==> src/inc/eirq_pkg.sv <==
// constants and carrier types for the external request pin block
package eirq_pkg;
  localparam int ADDR_W = 8;
  localparam int DATA_W = 32;
  localparam int VEC_N = 32;
  localparam int VEC_W = 5;
  localparam int STAT_W = 2;

  // register offsets (byte addresses, one aligned word each)
  localparam logic [ADDR_W-1:0] OFS_CTRL = 8'h00;
  localparam logic [ADDR_W-1:0] OFS_STAT = 8'h04;
  localparam logic [ADDR_W-1:0] OFS_CLR = 8'h08;
  localparam logic [ADDR_W-1:0] OFS_EN = 8'h0c;

  // control register field positions
  localparam int B_ACK = 0;
  localparam int B_IE = 1;
  localparam int B_FLAG = 2;
  localparam int B_PE = 3;
  localparam int B_MOD = 4;
  localparam int B_EDG = 5;
  localparam int B_PULL = 6;

  // status / enable / clear bit positions
  localparam int S_EVENT = 0;
  localparam int S_OVERRUN = 1;

  // reset values
  localparam logic [STAT_W-1:0] STAT_RST = 2'h0;
  localparam logic [STAT_W-1:0] EN_RST = 2'h0;

  // vector map
  localparam logic [VEC_W-1:0] VEC_RESET = 5'h00;
  localparam logic [VEC_W-1:0] VEC_SWI = 5'h01;
  localparam logic [VEC_W-1:0] VEC_PIN = 5'h02;
  localparam logic [VEC_W-1:0] VEC_USER_LO = 5'h1a;
  localparam logic [VEC_W-1:0] VEC_USER_HI = 5'h1f;
  localparam logic [15:0] VEC_TOP_ADDR = 16'hfffe;
  localparam logic [15:0] VEC_USER_BASE = 16'hffc0;

  typedef struct packed {
    logic pull;
    logic pol;
    logic mode;
    logic en;
    logic ie;
  } eirq_ctrl_t;

  typedef struct packed {
    logic [ADDR_W-1:0] addr;
    logic [DATA_W-1:0] wdata;
    logic we;
    logic re;
  } eirq_bus_t;

  typedef struct packed {
    logic valid;
    logic [VEC_W-1:0] num;
    logic [15:0] addr;
  } eirq_vec_t;

  // vector address of the high byte: topmost pair for vector 0, downward
  function automatic logic [15:0] vec_addr(input logic [VEC_W-1:0] n);
    vec_addr = VEC_TOP_ADDR - {10'h000, n, 1'b0};
  endfunction
endpackage

==> src/design/eirq_top.sv <==
// external request pin detection, control registers and vector selection
//
// Function
// - while enabled, sample pin with clocked logic; edge or edge-and-level
// - while clocks stop, an unclocked path lets an enabled pin wake
// - pin acts as request input only while pin enable is one
// - software selects active polarity of edges and levels
// - mode bit selects edges only or edges plus sustained levels
// - event always sets flag; interrupt only when enable bit set
// - rising polarity offers pull-down instead of pull-up
// - pin level feeds branch-if-high and branch-if-low while enabled
// - reset vector highest priority, fetched from topmost address pair
// - vectors 26 to 31 unassigned, lowest priority, left to software
// - several pending when mask clears: highest priority served first
// - writing one to acknowledge clears flag; level mode holds it
// - polarity one means rising or high; zero falling or low
`timescale 1ns/1ps
`default_nettype none
module eirq_top
  import eirq_pkg::*;
(
  input wire logic sys_clk,
  input wire logic rst_n,
  input wire eirq_pkg::eirq_bus_t bus_i,
  output logic [eirq_pkg::DATA_W-1:0] rdata_o,
  input wire logic pin_i,
  input wire logic stop_mode_i,
  input wire logic [eirq_pkg::VEC_N-1:0] src_pending_i,
  input wire logic global_mask_i,
  output logic pull_up_en_o,
  output logic pull_down_en_o,
  output logic branch_if_pin_high_o,
  output logic branch_if_pin_low_o,
  output logic wake_o,
  output logic pin_irq_req_o,
  output logic int_o,
  output eirq_pkg::eirq_vec_t vec_o
);
  import eirq_pkg::*;

  // pin synchroniser and edge history
  logic sync1_q, sync2_q, prev_q;
  logic sync1_d, sync2_d, prev_d;
  // configuration and flag
  eirq_ctrl_t ctrl_q, ctrl_d;
  logic flag_q, flag_d;
  logic [STAT_W-1:0] stat_q, stat_d, en_q, en_d;
  logic [DATA_W-1:0] rdata_d;
  logic bih_q, bih_d, bil_q, bil_d;
  eirq_vec_t vec_d;
  eirq_vec_t vec_sel;
  logic [VEC_N-1:0] pend;

  logic act_now, act_prev, edge_det, det, ack_wr;
  logic [STAT_W-1:0] ev;

  function automatic logic hit(input eirq_bus_t b, input logic [ADDR_W-1:0] o);
    hit = (b.addr == o);
  endfunction

  // both sync2_q and prev_q are read downstream of the first stage
  always_comb begin
    sync1_d = pin_i;
    sync2_d = sync1_q;
    prev_d = sync2_q;
  end

  // no reset: the chain keeps following the pin through reset, so an
  // enable written right after release cannot see a false edge
  always_ff @(posedge sys_clk) begin
    sync1_q <= sync1_d;
    sync2_q <= sync2_d;
    prev_q <= prev_d;
  end

  // polarity folds the pin onto an active-high view
  always_comb begin
    act_now = ctrl_q.pol ? sync2_q : ~sync2_q;
    act_prev = ctrl_q.pol ? prev_q : ~prev_q;
    edge_det = act_now & ~act_prev;
    // level sensing only in the edge-and-level mode
    det = ctrl_q.en &
      (edge_det | (ctrl_q.mode & act_now));
    ack_wr = bus_i.we & hit(bus_i, OFS_CTRL) & bus_i.wdata[B_ACK];
  end

  // stop path is combinational from the pin: no clock needed to wake
  always_comb begin
    wake_o = stop_mode_i & ctrl_q.en &
      (ctrl_q.pol ? pin_i : ~pin_i);
  end

  // pull resistors follow polarity while the pin function is on
  always_comb begin
    pull_up_en_o = ctrl_q.en & ctrl_q.pull & ~ctrl_q.pol;
    pull_down_en_o = ctrl_q.en & ctrl_q.pull & ctrl_q.pol;
  end

  // registers, flag and event status
  always_comb begin
    ctrl_d = ctrl_q;
    flag_d = flag_q;
    en_d = en_q;
    ev = '0;
    ev[S_EVENT] = det;
    ev[S_OVERRUN] = det & flag_q & edge_det;
    if (bus_i.we && hit(bus_i, OFS_CTRL)) begin
      ctrl_d.ie = bus_i.wdata[B_IE];
      ctrl_d.en = bus_i.wdata[B_PE];
      ctrl_d.mode = bus_i.wdata[B_MOD];
      ctrl_d.pol = bus_i.wdata[B_EDG];
      ctrl_d.pull = bus_i.wdata[B_PULL];
    end
    if (bus_i.we && hit(bus_i, OFS_EN)) begin
      en_d = bus_i.wdata[STAT_W-1:0];
    end
    // a detection in the same cycle as the acknowledge wins, so a
    // sustained level keeps the flag up
    if (ack_wr) begin
      flag_d = 1'b0;
    end
    if (det) begin
      flag_d = 1'b1;
    end
    stat_d = stat_q;
    if (bus_i.we && hit(bus_i, OFS_CLR)) begin
      stat_d = stat_q & ~bus_i.wdata[STAT_W-1:0];
    end
    stat_d = stat_d | ev;
  end

  always_ff @(posedge sys_clk) begin
    if (!rst_n) begin
      ctrl_q <= '0;
      flag_q <= 1'b0;
      stat_q <= STAT_RST;
      en_q <= EN_RST;
    end else begin
      ctrl_q <= ctrl_d;
      flag_q <= flag_d;
      stat_q <= stat_d;
      en_q <= en_d;
    end
  end

  // read data in the cycle after the strobe, zero otherwise
  always_comb begin
    rdata_d = '0;
    if (bus_i.re) begin
      if (hit(bus_i, OFS_CTRL)) begin
        rdata_d[B_IE] = ctrl_q.ie;
        rdata_d[B_FLAG] = flag_q;
        rdata_d[B_PE] = ctrl_q.en;
        rdata_d[B_MOD] = ctrl_q.mode;
        rdata_d[B_EDG] = ctrl_q.pol;
        rdata_d[B_PULL] = ctrl_q.pull;
      end else if (hit(bus_i, OFS_STAT)) begin
        rdata_d[STAT_W-1:0] = stat_q;
      end else if (hit(bus_i, OFS_EN)) begin
        rdata_d[STAT_W-1:0] = en_q;
      end
    end
  end

  // branch inputs report the synchronised level only while enabled
  always_comb begin
    bih_d = ctrl_q.en & sync2_q;
    bil_d = ctrl_q.en & ~sync2_q;
  end

  // vector selection, pin request replaces slot two of the sources
  always_comb begin
    pin_irq_req_o = flag_q & ctrl_q.ie;
    pend = src_pending_i;
    pend[VEC_PIN] = pin_irq_req_o;
    int_o = |(stat_q & en_q);
  end

  eirq_vector_map u_map (
    .pending_i(pend),
    .global_mask_i(global_mask_i),
    .sel_o(vec_sel)
  );

  always_comb begin
    vec_d = vec_sel;
  end

  always_ff @(posedge sys_clk) begin
    if (!rst_n) begin
      rdata_o <= '0;
      bih_q <= 1'b0;
      bil_q <= 1'b0;
      vec_o <= '0;
    end else begin
      rdata_o <= rdata_d;
      bih_q <= bih_d;
      bil_q <= bil_d;
      vec_o <= vec_d;
    end
  end

  assign branch_if_pin_high_o = bih_q;
  assign branch_if_pin_low_o = bil_q;

  // checks
  property p_rise_edge;
    @(posedge sys_clk) disable iff (!rst_n)
    (ctrl_q.en && ctrl_q.pol && !ctrl_q.mode && sync2_q && !prev_q)
      |=> flag_q;
  endproperty
  a_rise_edge: assert property (p_rise_edge) else $error("edge lost");

  property p_disabled;
    @(posedge sys_clk) disable iff (!rst_n)
    (!ctrl_q.en && !flag_q) |=> !flag_q;
  endproperty
  a_disabled: assert property (p_disabled)
    else $error("flag set off");

  property p_fall_edge;
    @(posedge sys_clk) disable iff (!rst_n)
    (ctrl_q.en && !ctrl_q.pol && !sync2_q && prev_q) |=> flag_q;
  endproperty
  a_fall_edge: assert property (p_fall_edge)
    else $error("fall lost");

  property p_no_wrong_edge;
    @(posedge sys_clk) disable iff (!rst_n)
    (ctrl_q.en && !ctrl_q.mode && !flag_q && !edge_det && !ack_wr)
      |=> !flag_q;
  endproperty
  a_no_wrong_edge: assert property (p_no_wrong_edge)
    else $error("spurious flag");

  property p_level_hold;
    @(posedge sys_clk) disable iff (!rst_n)
    (ctrl_q.en && ctrl_q.mode && act_now) |=> flag_q;
  endproperty
  a_level_hold: assert property (p_level_hold) else $error("level");

  property p_ack;
    @(posedge sys_clk) disable iff (!rst_n)
    (ack_wr && !det) |=> !flag_q;
  endproperty
  a_ack: assert property (p_ack) else $error("ack did not clear");

  property p_req;
    @(posedge sys_clk) disable iff (!rst_n)
    (flag_q && !ctrl_q.ie) |=> !(vec_o.valid && vec_o.num == VEC_PIN);
  endproperty
  a_req: assert property (p_req) else $error("request gating");

  property p_pull;
    @(posedge sys_clk) disable iff (!rst_n)
    (ctrl_q.en && ctrl_q.pull && ctrl_q.pol) |-> pull_down_en_o
      && !pull_up_en_o;
  endproperty
  a_pull: assert property (p_pull) else $error("pull select");

  property p_branch;
    @(posedge sys_clk) disable iff (!rst_n)
    $past(ctrl_q.en) |-> branch_if_pin_high_o == $past(sync2_q)
      && branch_if_pin_low_o == !$past(sync2_q);
  endproperty
  a_branch: assert property (p_branch) else $error("branch level");

  property p_wake;
    @(posedge sys_clk) disable iff (!rst_n)
    (stop_mode_i && ctrl_q.en && (pin_i == ctrl_q.pol)) |-> wake_o;
  endproperty
  a_wake: assert property (p_wake) else $error("no wake");

  property p_reset_vec;
    @(posedge sys_clk) disable iff (!rst_n)
    pend[VEC_RESET] |=> vec_o.valid && vec_o.num == 5'h00
      && vec_o.addr == 16'hfffe;
  endproperty
  a_reset_vec: assert property (p_reset_vec) else $error("reset vec");

  property p_user_idle;
    @(posedge sys_clk) disable iff (!rst_n)
    (pend[25:0] == 26'h0) |=> !vec_o.valid;
  endproperty
  a_user_idle: assert property (p_user_idle) else $error("user vec");

  property p_pin_vec;
    @(posedge sys_clk) disable iff (!rst_n)
    (pin_irq_req_o && !global_mask_i && pend[1:0] == 2'h0)
      |=> vec_o.num == 5'h02 && vec_o.addr == 16'hfffa;
  endproperty
  a_pin_vec: assert property (p_pin_vec)
    else $error("pin vec");

  c_level_ack: cover property (@(posedge sys_clk) disable iff (!rst_n)
    ctrl_q.mode && ack_wr && det);
  c_pin_served: cover property (@(posedge sys_clk) disable iff (!rst_n)
    vec_o.valid && vec_o.num == VEC_PIN);
  c_wake: cover property (@(posedge sys_clk) disable iff (!rst_n) wake_o);
endmodule
`default_nettype wire

==> src/design/eirq_vector_map.sv <==
// fixed-priority vector selection over all interrupt sources
`timescale 1ns/1ps
`default_nettype none
module eirq_vector_map
  import eirq_pkg::*;
(
  input wire logic [VEC_N-1:0] pending_i,
  input wire logic global_mask_i,
  output eirq_pkg::eirq_vec_t sel_o
);
  logic [VEC_N-1:0] qual;

  // reset and software interrupt ignore the global mask; user slots
  // have no hardware source behind them and never request
  genvar g;
  generate
    for (g = 0; g < VEC_N; g++) begin : g_qual
      if (g >= VEC_USER_LO) begin : g_user
        assign qual[g] = 1'b0;
      end else if (g <= VEC_SWI) begin : g_nmi
        assign qual[g] = pending_i[g];
      end else begin : g_mask
        assign qual[g] = pending_i[g] & ~global_mask_i;
      end
    end
  endgenerate

  // lowest number wins: reset, then software, then the pin
  always_comb begin
    sel_o = '0;
    for (int i = VEC_N - 1; i >= 0; i--) begin
      if (qual[i]) begin
        sel_o.valid = 1'b1;
        sel_o.num = VEC_W'(i);
        sel_o.addr = vec_addr(VEC_W'(i));
      end
    end
  end
endmodule
`default_nettype wire

==> config.mk <==
export PLATFORM = sky130hd
export DESIGN_NAME = eirq_top
export DESIGN_NICKNAME = d
export VERILOG_FILES = /design/src/inc/eirq_pkg.sv /design/src/design/eirq_top.sv /design/src/design/eirq_vector_map.sv
export SDC_FILE = /design/constraint.sdc
export NUM_CORES = 1
export LEC_CHECK = 0
export BUFFER_PORTS_ARGS = -buffer_cell sky130_fd_sc_hd__clkbuf_2
export CAP_MARGIN = 20
export CORE_MARGIN = 5
export CORE_UTILIZATION = 35
export DETAILED_ROUTE_END_ITERATION = 8
export GPL_ROUTABILITY_DRIVEN = 1
export PLACE_DENSITY = 0.7
export SYNTH_ARGS = -nofsm -noshare
export SYNTH_HDL_FRONTEND = slang
export SYNTH_SLANG_ARGS = --single-unit
==> constraint.sdc <==
create_clock -name sys_clk -period 1.6 [get_ports sys_clk]
set_clock_uncertainty 0.2 [all_clocks]
set_input_delay 0 -clock sys_clk [delete_from_list [all_inputs] [get_ports sys_clk]]
set_output_delay 0 -clock sys_clk [all_outputs]
set_load 0.05 [all_outputs]
Yosys cells after proc, flatten, opt, wreduce, memory -nomap -nowiden --
Index checks and enable logic that the tools add are counted.
Word-level totals: flip-flop bits (word level) 69, input port bits 79
Cells by class: muxes and demuxes 35, equality and inequality tests 3, reductions and logical operators 15, bitwise operators 52
Operators with widths (count):
- 2-to-1 mux 22 bit | 26
- AND 1 bit | 39
- OR reduction 26 bit | 1
- OR reduction 17 bit | 1
- == test 8 x 4 -> 1 bit, second input constant | 2
- OR reduction 9 bit | 1
- == test 8 x 3 -> 1 bit, second input constant | 1
- logical NOT 8 bit | 1
- NOT 1 bit | 8
- 2-to-1 mux 1 bit | 6
- 2-to-1 mux 2 bit | 3
- OR reduction 3 bit | 2
- OR reduction 5 bit | 1
- AND 2 bit | 2
- OR reduction 2 bit | 2
- logical AND 1 bit | 3
- AND reduction 3 bit | 1
- NOT 2 bit | 1
- OR 2 bit | 1
- AND reduction 2 bit | 1
- nonzero test 2 bit | 1
- OR 1 bit | 1

Depth between registers and ports, before layout --
Gate-level depths: netlist of the first run.
depth after elaboration 28, depth in mapped cells 6

Hierarchy --
Synthesis of the first run repeated with hierarchy kept, for this count alone.
Second synthesis, totals: cell total of the unflattened synthesis 262, area, all modules 2296.0 µm²
By module, submodules not included:
- eirq_top | cells each 163, seq. area each 880.8 µm², times used 1, area each 1664.1 µm²
- eirq_vector_map | cells each 99, seq. area each 0.0 µm², times used 1, area each 631.9 µm²

Worst setup path after synthesis of the first run --
No wires, ideal clock.
path type reg2reg, from register flag_q, to register vec_o[1] (netlist bit), setup time 75 ps, arrival time 1437 ps, stages on the path, launching flop included 7, setup slack -111 ps, path buffers 1, cells stage by stage dfxtp_1 and2_1 clkbuf_1 a211oi_1 o221ai_1 a21oi_1 o21ai_0
On the way: word-level cells in the longest chain between the ends 5
RTL lines:
- from (decl) | RTL line eirq_top.sv:46 | logic flag_q, flag_d;
- from (signal assigned) | RTL line eirq_top.sv:140 | flag_q <= flag_d;
- AND 1 bit | RTL line eirq_top.sv:173 | pin_irq_req_o = flag_q & ctrl_q.ie;
- via pin_irq_req_o | RTL line eirq_top.sv:35 | output logic pin_irq_req_o,
- AND 1 bit | RTL line eirq_vector_map.sv:23 | assign qual[g] = pending_i[g] & ~global_mask_i;
- 2-to-1 mux 22 bit (3 in a row) | RTL line eirq_vector_map.sv:32 | if (qual[i]) begin
- to (signal assigned) | RTL line eirq_top.sv:199 | vec_o <= vec_d;
- to (decl) | RTL line eirq_top.sv:37 | output eirq_pkg::eirq_vec_t vec_o
The timed path passes the listed nets, and every way through them passes these cells. A chain may end at the register's enable or synchronous reset.

Worst setup path after layout of the first run --
from input port src_pending_i[25] (netlist bit), to register vec_o[2] (netlist bit)
On the way: word-level cells in the longest chain between the ends 27
RTL lines:
- from (decl) | RTL line eirq_top.sv:28 | input wire logic [eirq_pkg::VEC_N-1:0] src_pending_i,
- AND 1 bit | RTL line eirq_vector_map.sv:23
- 2-to-1 mux 22 bit (26 in a row) | RTL line eirq_vector_map.sv:32
Every way passes these cells.

==> impl_metrics.yaml, run 1 <==
die:
  die_w_um: 83.6
  fp.coreArea_um2: 5170
  start_util: 0.367
  num_rows: 26
  fp.dieH_um: 83.6
  die-area_um2: 7000
  io_pins: 140
routing:
  drt_iter0_drc: 99
  route.detailed.drc: 0
  wl_per_cell_um: 11.5
  wl_um: 4580
  route.vias.total: 1809
  vias_per_cell: 4.56
  dr.pass1.iters: 4
  antenna_left: 0
sta:
  setup_violations: 0
  tns_ps: 0
  fin_crit_sh: 0.942
  fmax_mhz: 663
  rsz0062_at_grt: "false"
  setup_ws_ps: 92.8
  whs_ps: -186
  hold_viol: 3
  min_period_ps: 1510
  finalMaxSlewViolations: 0
finish:
  drive_above_1_share: 0.318
  diodes: 0
  finish.utilization: 0.497
  nets: 405
  final_common_cell: "clkbuf_2"
  final_cell_mix: "80 x clkbuf_2, 32 x dfxtp_1, 28 x nor2_1, 26 x conb_1, 19 x dlygate4sd3_1"
  n_fill_cell: 513
  area.growth.synth_to_final_pct: 35.3
synthesis:
  synth_top_area_frac: 0.348
  synth_simple_gate_area_frac: 0.235
  synth_warnings: 0
  yosysTopAreaCell: "dfxtp_1"
  synth_fa_ha_area_frac: 0
  yosys-top-cells-area: "dfxtp_1 35%, buf_4 14%, nor2_1 5.7%, mux2i_1 4.7%, nor2b_1 4.3%"
  syn_area_per_cell_um2: 8.25
  synth_top_family_by_area: "simple AND/OR/NAND/NOR gates"
  ys_ff_latch: 33
  synth_compound_gate_area_share: 0.177
  seq_area_frac_synth: 0.348
  netlist_area_um2: 1900
  muxShareOfSynthArea: 0.0475
  synth_cell_types: 42
  synth-xor-area-share: 0.0138
  netlist_instances: 230
power:
  p_leak_uw: 0.00126
  pwr-share-comb: 0.241
  p_seq_frac: 0.396
  p_per_area_nw_per_um2: 834
  internal-power_uw: 1490
  irDropWorstVdd_v: 0.000492
  p_sw_frac: 0.302
  p_clk_frac: 0.363
  power.switching_uw: 648
placed_design:
  port_buffers: 80
  dp_hpwl_um: 3630
  place_congestion: 0.838
  place_ws_ps: -51.9
setup_path:
  crit_path_cell_trace: "dlygate4sd3_1 > clkbuf_2 > nor2_2 > nor2_1 > or4_1 > o21ai_1 > a21oi_1"
  crit_path_start: "src_pending_i[25]"
  cpPeakStageDelay_ps: 540
  r2r-end: "vec_o[1]"
  r2r-start: "flag_q"
  crit_required_ps: 1560
  critical_path.slowest_cell: "dlygate4sd3_1"
  critPathMaxFanout: 2
  r2r_cells: 5
  path_class: "in -> reg"
  rrSetupSlack_ps: 110
  cp-start-kind: "input port"
  critPathArrivalTime_ps: 1460
  cp-end-kind: "flip-flop"
global_route:
  grt_pass1_vias: 1686
  gr-total-overflow: 0
  track_usage: 0.127
  grt_pass1_wl_um: 7510
  grt_max_degree: 22
  antenna_found_initial: 0
clock_tree:
  clkLatencyLatePin_ps: 270
  htree_num_levels: 2
  clock-sinks: 33
  cts_buffer_depth: 2
  cts-root-buf: "clkbuf_8"
  cts_buffers: 5
  cts_tree: "built"
  path_clk_slew_ps: 70
run_status:
  violations: "negative hold slack"
  status: "finished with violations"
min_path:
  hp-class: "in -> reg"
  hold_end: "rdata_o[1]"
  hp-start: "bus_i[39]"
  min_path_cells: 4
job:
  maxCapViolations: 0
-- area by class of cell --
class                   instances  area (um2)  share of cell area
multi-input cells             169        1010               0.395
flip-flops and latches         33         662               0.258
repair buffers                107         651               0.253
well taps                      70        87.6              0.0341
clock buffers                   7        86.3              0.0336
inverters                      10        37.5              0.0146
clock inverters                 1        30.0              0.0117
-- cell usage after synthesis --
master / count
nor2b_1: 13
a41oi_1: 1
nor3_1: 7
a22o_1: 1
or4_1: 2
buf_1: 1
o31ai_1: 1
mux2i_1: 9
inv_1: 10
o311ai_0: 2
xnor2_1: 2
and3b_1: 1
or4_4: 1
a21boi_0: 5
nor2_1: 29
nor3_4: 1
xor2_1: 1
clkbuf_1: 6
a311oi_1: 1
o211ai_1: 1
nand2_1: 4
nand4_1: 2
a21oi_1: 14
nor4b_1: 1
nor3b_1: 1
buf_4: 36
nor3_2: 1
nand4b_1: 1
nand2b_1: 3
a21o_1: 1
o21ai_0: 11
conb_1: 1
and3_1: 4
o311a_1: 2
a211oi_1: 3
a31oi_1: 2
o221ai_1: 3
o21bai_1: 2
dfxtp_1: 33
nand3_2: 2
a2111o_1: 1
and2_1: 7
-- critical path: cells and delay by family --
family	cells	cell delay (ps)
compound gates	2	180
buf+inv	2	650
simple gates	3	620
-- flip-flops by register name, indices dropped and copies added, names as in the netlist --
signal,flops
branch_if_pin_high_o,1
prev_d,1
ctrl_q,5
branch_if_pin_low_o,1
stat_q,2
flag_q,1
prev_q,1
sync1_q,1
en_q,2
rdata_o,7
vec_o,11
-- cell families (layout without fill, tap and decap cells) --
kind of cell | Yosys count | count (layout)
xor gates and xnor gates | 3 | 3
muxes | 9 | 9
buffers and inverters | 53 | 125
DFF | 33 | 33
other | 1 | 26
and+or+nand+nor | 80 | 80
AOI/OAI and AO/OA | 51 | 51
-- power groups by stage --
stage	Combinational, uW	Clock, uW	Sequential, uW
after floorplan	352	0	916
after global placement	471	0	867
after detailed placement	472	0	867
after CTS	509	795	849
after global routing	553	830	851
final	517	777	849
-- what timing repair did --
item / in CTS / in global routing
hold buffers: 19 / 1
buffers inserted: 0 / 2
endpoints found under the setup margin: 0 / 7
hold endpoints to repair: 23 / 2
gates resized for setup: 0 / 8
-- how the worst max path moves through the flow --
stage / endpoint / slack, ps
6_report: vec_o[2] / 90
5_1_grt: vec_o[14] / 3
4_1_cts: vec_o[14] / 20
3_5_place_dp: ctrl_q[1] / -50
3_3_place_gp: flag_q / -40
2_1_floorplan: vec_o[17] / 30
-- through the flow --
| stage | power [uW] | instances | hold WS, ps | instance area, um2 |
|---|---|---|---|---|
| 6_report | 2140 | 397 | -186 | 2570 |
| 5_1_grt | 2230 | 397 | -156 | 2570 |
| 4_1_cts | 2150 | 395 | -138 | 2530 |
| 3_5_place_dp | 1340 | 368 | -64.3 | 2230 |
| 3_3_place_gp | 1340 | 368 | -63.7 | 2230 |
| 2_1_floorplan | 1270 | 255 | -172 | 1990 |
-- metal layers --
metal,global-route usage,wire (um),vias to the layer above
met5,0,0,-
met4,0.0307,34,0
met3,0.0474,405,2
met2,0.220,2230,67
met1,0.147,1920,813
li1,-,-,927
No activity file was read; power rests on OpenSTA's default activity.
==> inputs of run 2 (changes only) <==
--- a/config.mk
+++ b/config.mk
@@ -5,6 +5,7 @@
 export SDC_FILE = /design/constraint.sdc
 export NUM_CORES = 1
 export LEC_CHECK = 0
+export ABC_AREA = 1
 export BUFFER_PORTS_ARGS = -buffer_cell sky130_fd_sc_hd__clkbuf_2
 export CAP_MARGIN = 20
 export CORE_MARGIN = 5
==> impl_metrics.yaml, run 2 <==
finish:
  area.growth.synth_to_final_pct: 36.3
  diodes: 0
  final_common_cell: "clkbuf_2"
  nets: 468
  top_register: "vec_o"
  stdcell_area_um2: 2630
  finish.utilization: 0.483
  largest_reg_flops: 11
  drive_above_1_share: 0.326
  multi_input_area_um2: 971
  n_fill_cell: 532
  regArea_um2: 661
  final_cell_mix: "78 x clkbuf_2, 77 x nand2_1, 33 x dfxtp_1, 26 x conb_1, 23 x inv_1"
  reg_top3: "vec_o x11, rdata_o x7, ctrl_q x5"
sta:
  fmax_mhz: 666
  whs_ps: -122
  fin_crit_sh: 0.939
  hold_viol: 3
  setup_violations: 0
  min_period_ps: 1500
  setup_ws_ps: 97.9
  tns_ps: 0
  tightest_slew_ps: 554
  rsz0062_at_grt: "false"
  finalMaxSlewViolations: 0
  max-slew-margin-rel: 0.627
synthesis:
  yosys-top-cells-area: "dfxtp_1 34%, nand2_1 15%, buf_4 14%, a21oi_1 4.7%, inv_1 4.5%"
  syn_area_per_cell_um2: 6.79
  synthFlopType: "dfxtp_1"
  seq_area_frac_synth: 0.343
  netlist_instances: 284
  synth_cell_types: 29
  yosysTopAreaCell: "dfxtp_1"
  synth_common_cells: "77 x nand2_1, 37 x buf_4, 33 x dfxtp_1"
  synth_most_common_cell: "nand2_1"
  netlist_area_um2: 1930
  ys_ff_latch: 33
  synth-async-reset-ratio: 0
  synth_warnings: 0
  synth_edf_count: 0
  synth_top_area_frac: 0.343
setup_path:
  cpPeakStageDelay_ps: 350
  critPathArrivalTime_ps: 1300
  rrSetupSlack_ps: 120
  critPathMaxFanout: 5
  critical_path.slowest_cell: "dfxtp_1"
  crit_required_ps: 1400
  path_class: "reg -> out"
  crit_path_cell_trace: "inv_1 > o211ai_1 > a21oi_1 > buf_2"
  cp-end-kind: "primary output"
  cp-start-kind: "flip-flop"
clock_tree:
  cts_buffer_depth: 2
  cts-root-buf: "clkbuf_8"
  path_clk_slew_ps: 60
  clkLatencyLatePin_ps: 280
  clock-sinks: 33
  hold_buffers: 19
  cts_tree: "built"
  cts_buffers: 5
  htree_num_levels: 2
run_status:
  violations: "negative hold slack"
  status: "finished with violations"
power:
  irDropWorstVdd_v: 0.000411
  p_leak_uw: 0.00139
  p_per_area_nw_per_um2: 785
global_route:
  grt_pass1_wl_um: 8070
  track_usage: 0.137
  antenna_found_initial: 0
  grt_max_degree: 14
  grt_pass1_vias: 1911
  gr-total-overflow: 0
die:
  die_w_um: 84.2
  num_rows: 27
  io_pins: 140
  fp.dieH_um: 84.2
  fp.coreArea_um2: 5440
  die-area_um2: 7090
  start_util: 0.354
routing:
  vias_per_cell: 4.43
  drt_iter0_drc: 75
  antenna_left: 0
  wl_um: 4940
  wl_per_cell_um: 10.7
  route.vias.total: 2040
  dr.pass1.iters: 4
  route.detailed.drc: 0
placed_design:
  place_congestion: 0.876
  dp_hpwl_um: 3800
  place_ws_ps: -78.2
  dpl_cell_area_um2: 2320
  port_buffers: 80
job:
  maxCapViolations: 0
min_path:
  hp-class: "in -> reg"
-- run 2: cell families after synthesis --
family          after synthesis  share of synthesized area
other cells                   1                    0.00194
compound gates               43                      0.123
simple gates                134                      0.308
xor+xnor                      2                    0.00909
buf+inv                      71                      0.215
flops                        33                      0.343
-- run 2: report_power, final --
group          internal (uW)  switching (uW)  leakage [uW]
logic                    167             428       0.00108
registers                841            11.5      0.000269
clock network            341             273     0.0000443
-- run 2: worst max-delay path: cells and delay by family, from the launching register on --
family,cells,cell delay [ps]
flops,1,350
buf+inv,2,440
compound gates,2,220
-- run 2: layout make-up --
| cell class | instances | share of cell area |
|---|---|---|
| repair buffers | 113 | 0.267 |
| flip-flops and latches | 33 | 0.251 |
| multi-input cells | 205 | 0.370 |
| inverters | 31 | 0.0452 |
| well taps | 72 | 0.0343 |
| clock buffers | 7 | 0.0329 |
-- run 2: path summary, 6_finish.rpt --
path         startpoint         end  cells after the start
max           ctrl_q[3]      wake_o                      4
min           bus_i[37]  rdata_o[0]                      4
max reg2reg      flag_q   vec_o[14]                      8
min reg2reg     sync1_q      prev_d                      0
-- run 2: stage by stage --
stage / instances / total power (uW)
2_1_floorplan: 309 / 1350
3_3_place_gp: 434 / 1420
3_5_place_dp: 434 / 1420
4_1_cts: 460 / 2070
5_1_grt: 461 / 2160
6_report: 461 / 2060
-- run 2: routing by layer --
| layer | vias up | global-route usage | part of all wire |
|---|---|---|---|
| met1 | 885 | 0.169 | 0.43 |
| met3 | 12 | 0.0432 | 0.089 |
| li1 | 1053 | - | - |
| met4 | 0 | 0.0673 | 0.030 |
| met2 | 90 | 0.216 | 0.45 |
| met5 | - | 0 | 0 |
-- run 2: timing repair --
action                                 CTS  global route
setup endpoints to repair                0             5
endpoints found under the hold margin   28             1
resized for setup                        0             7
buffers inserted                         0             1
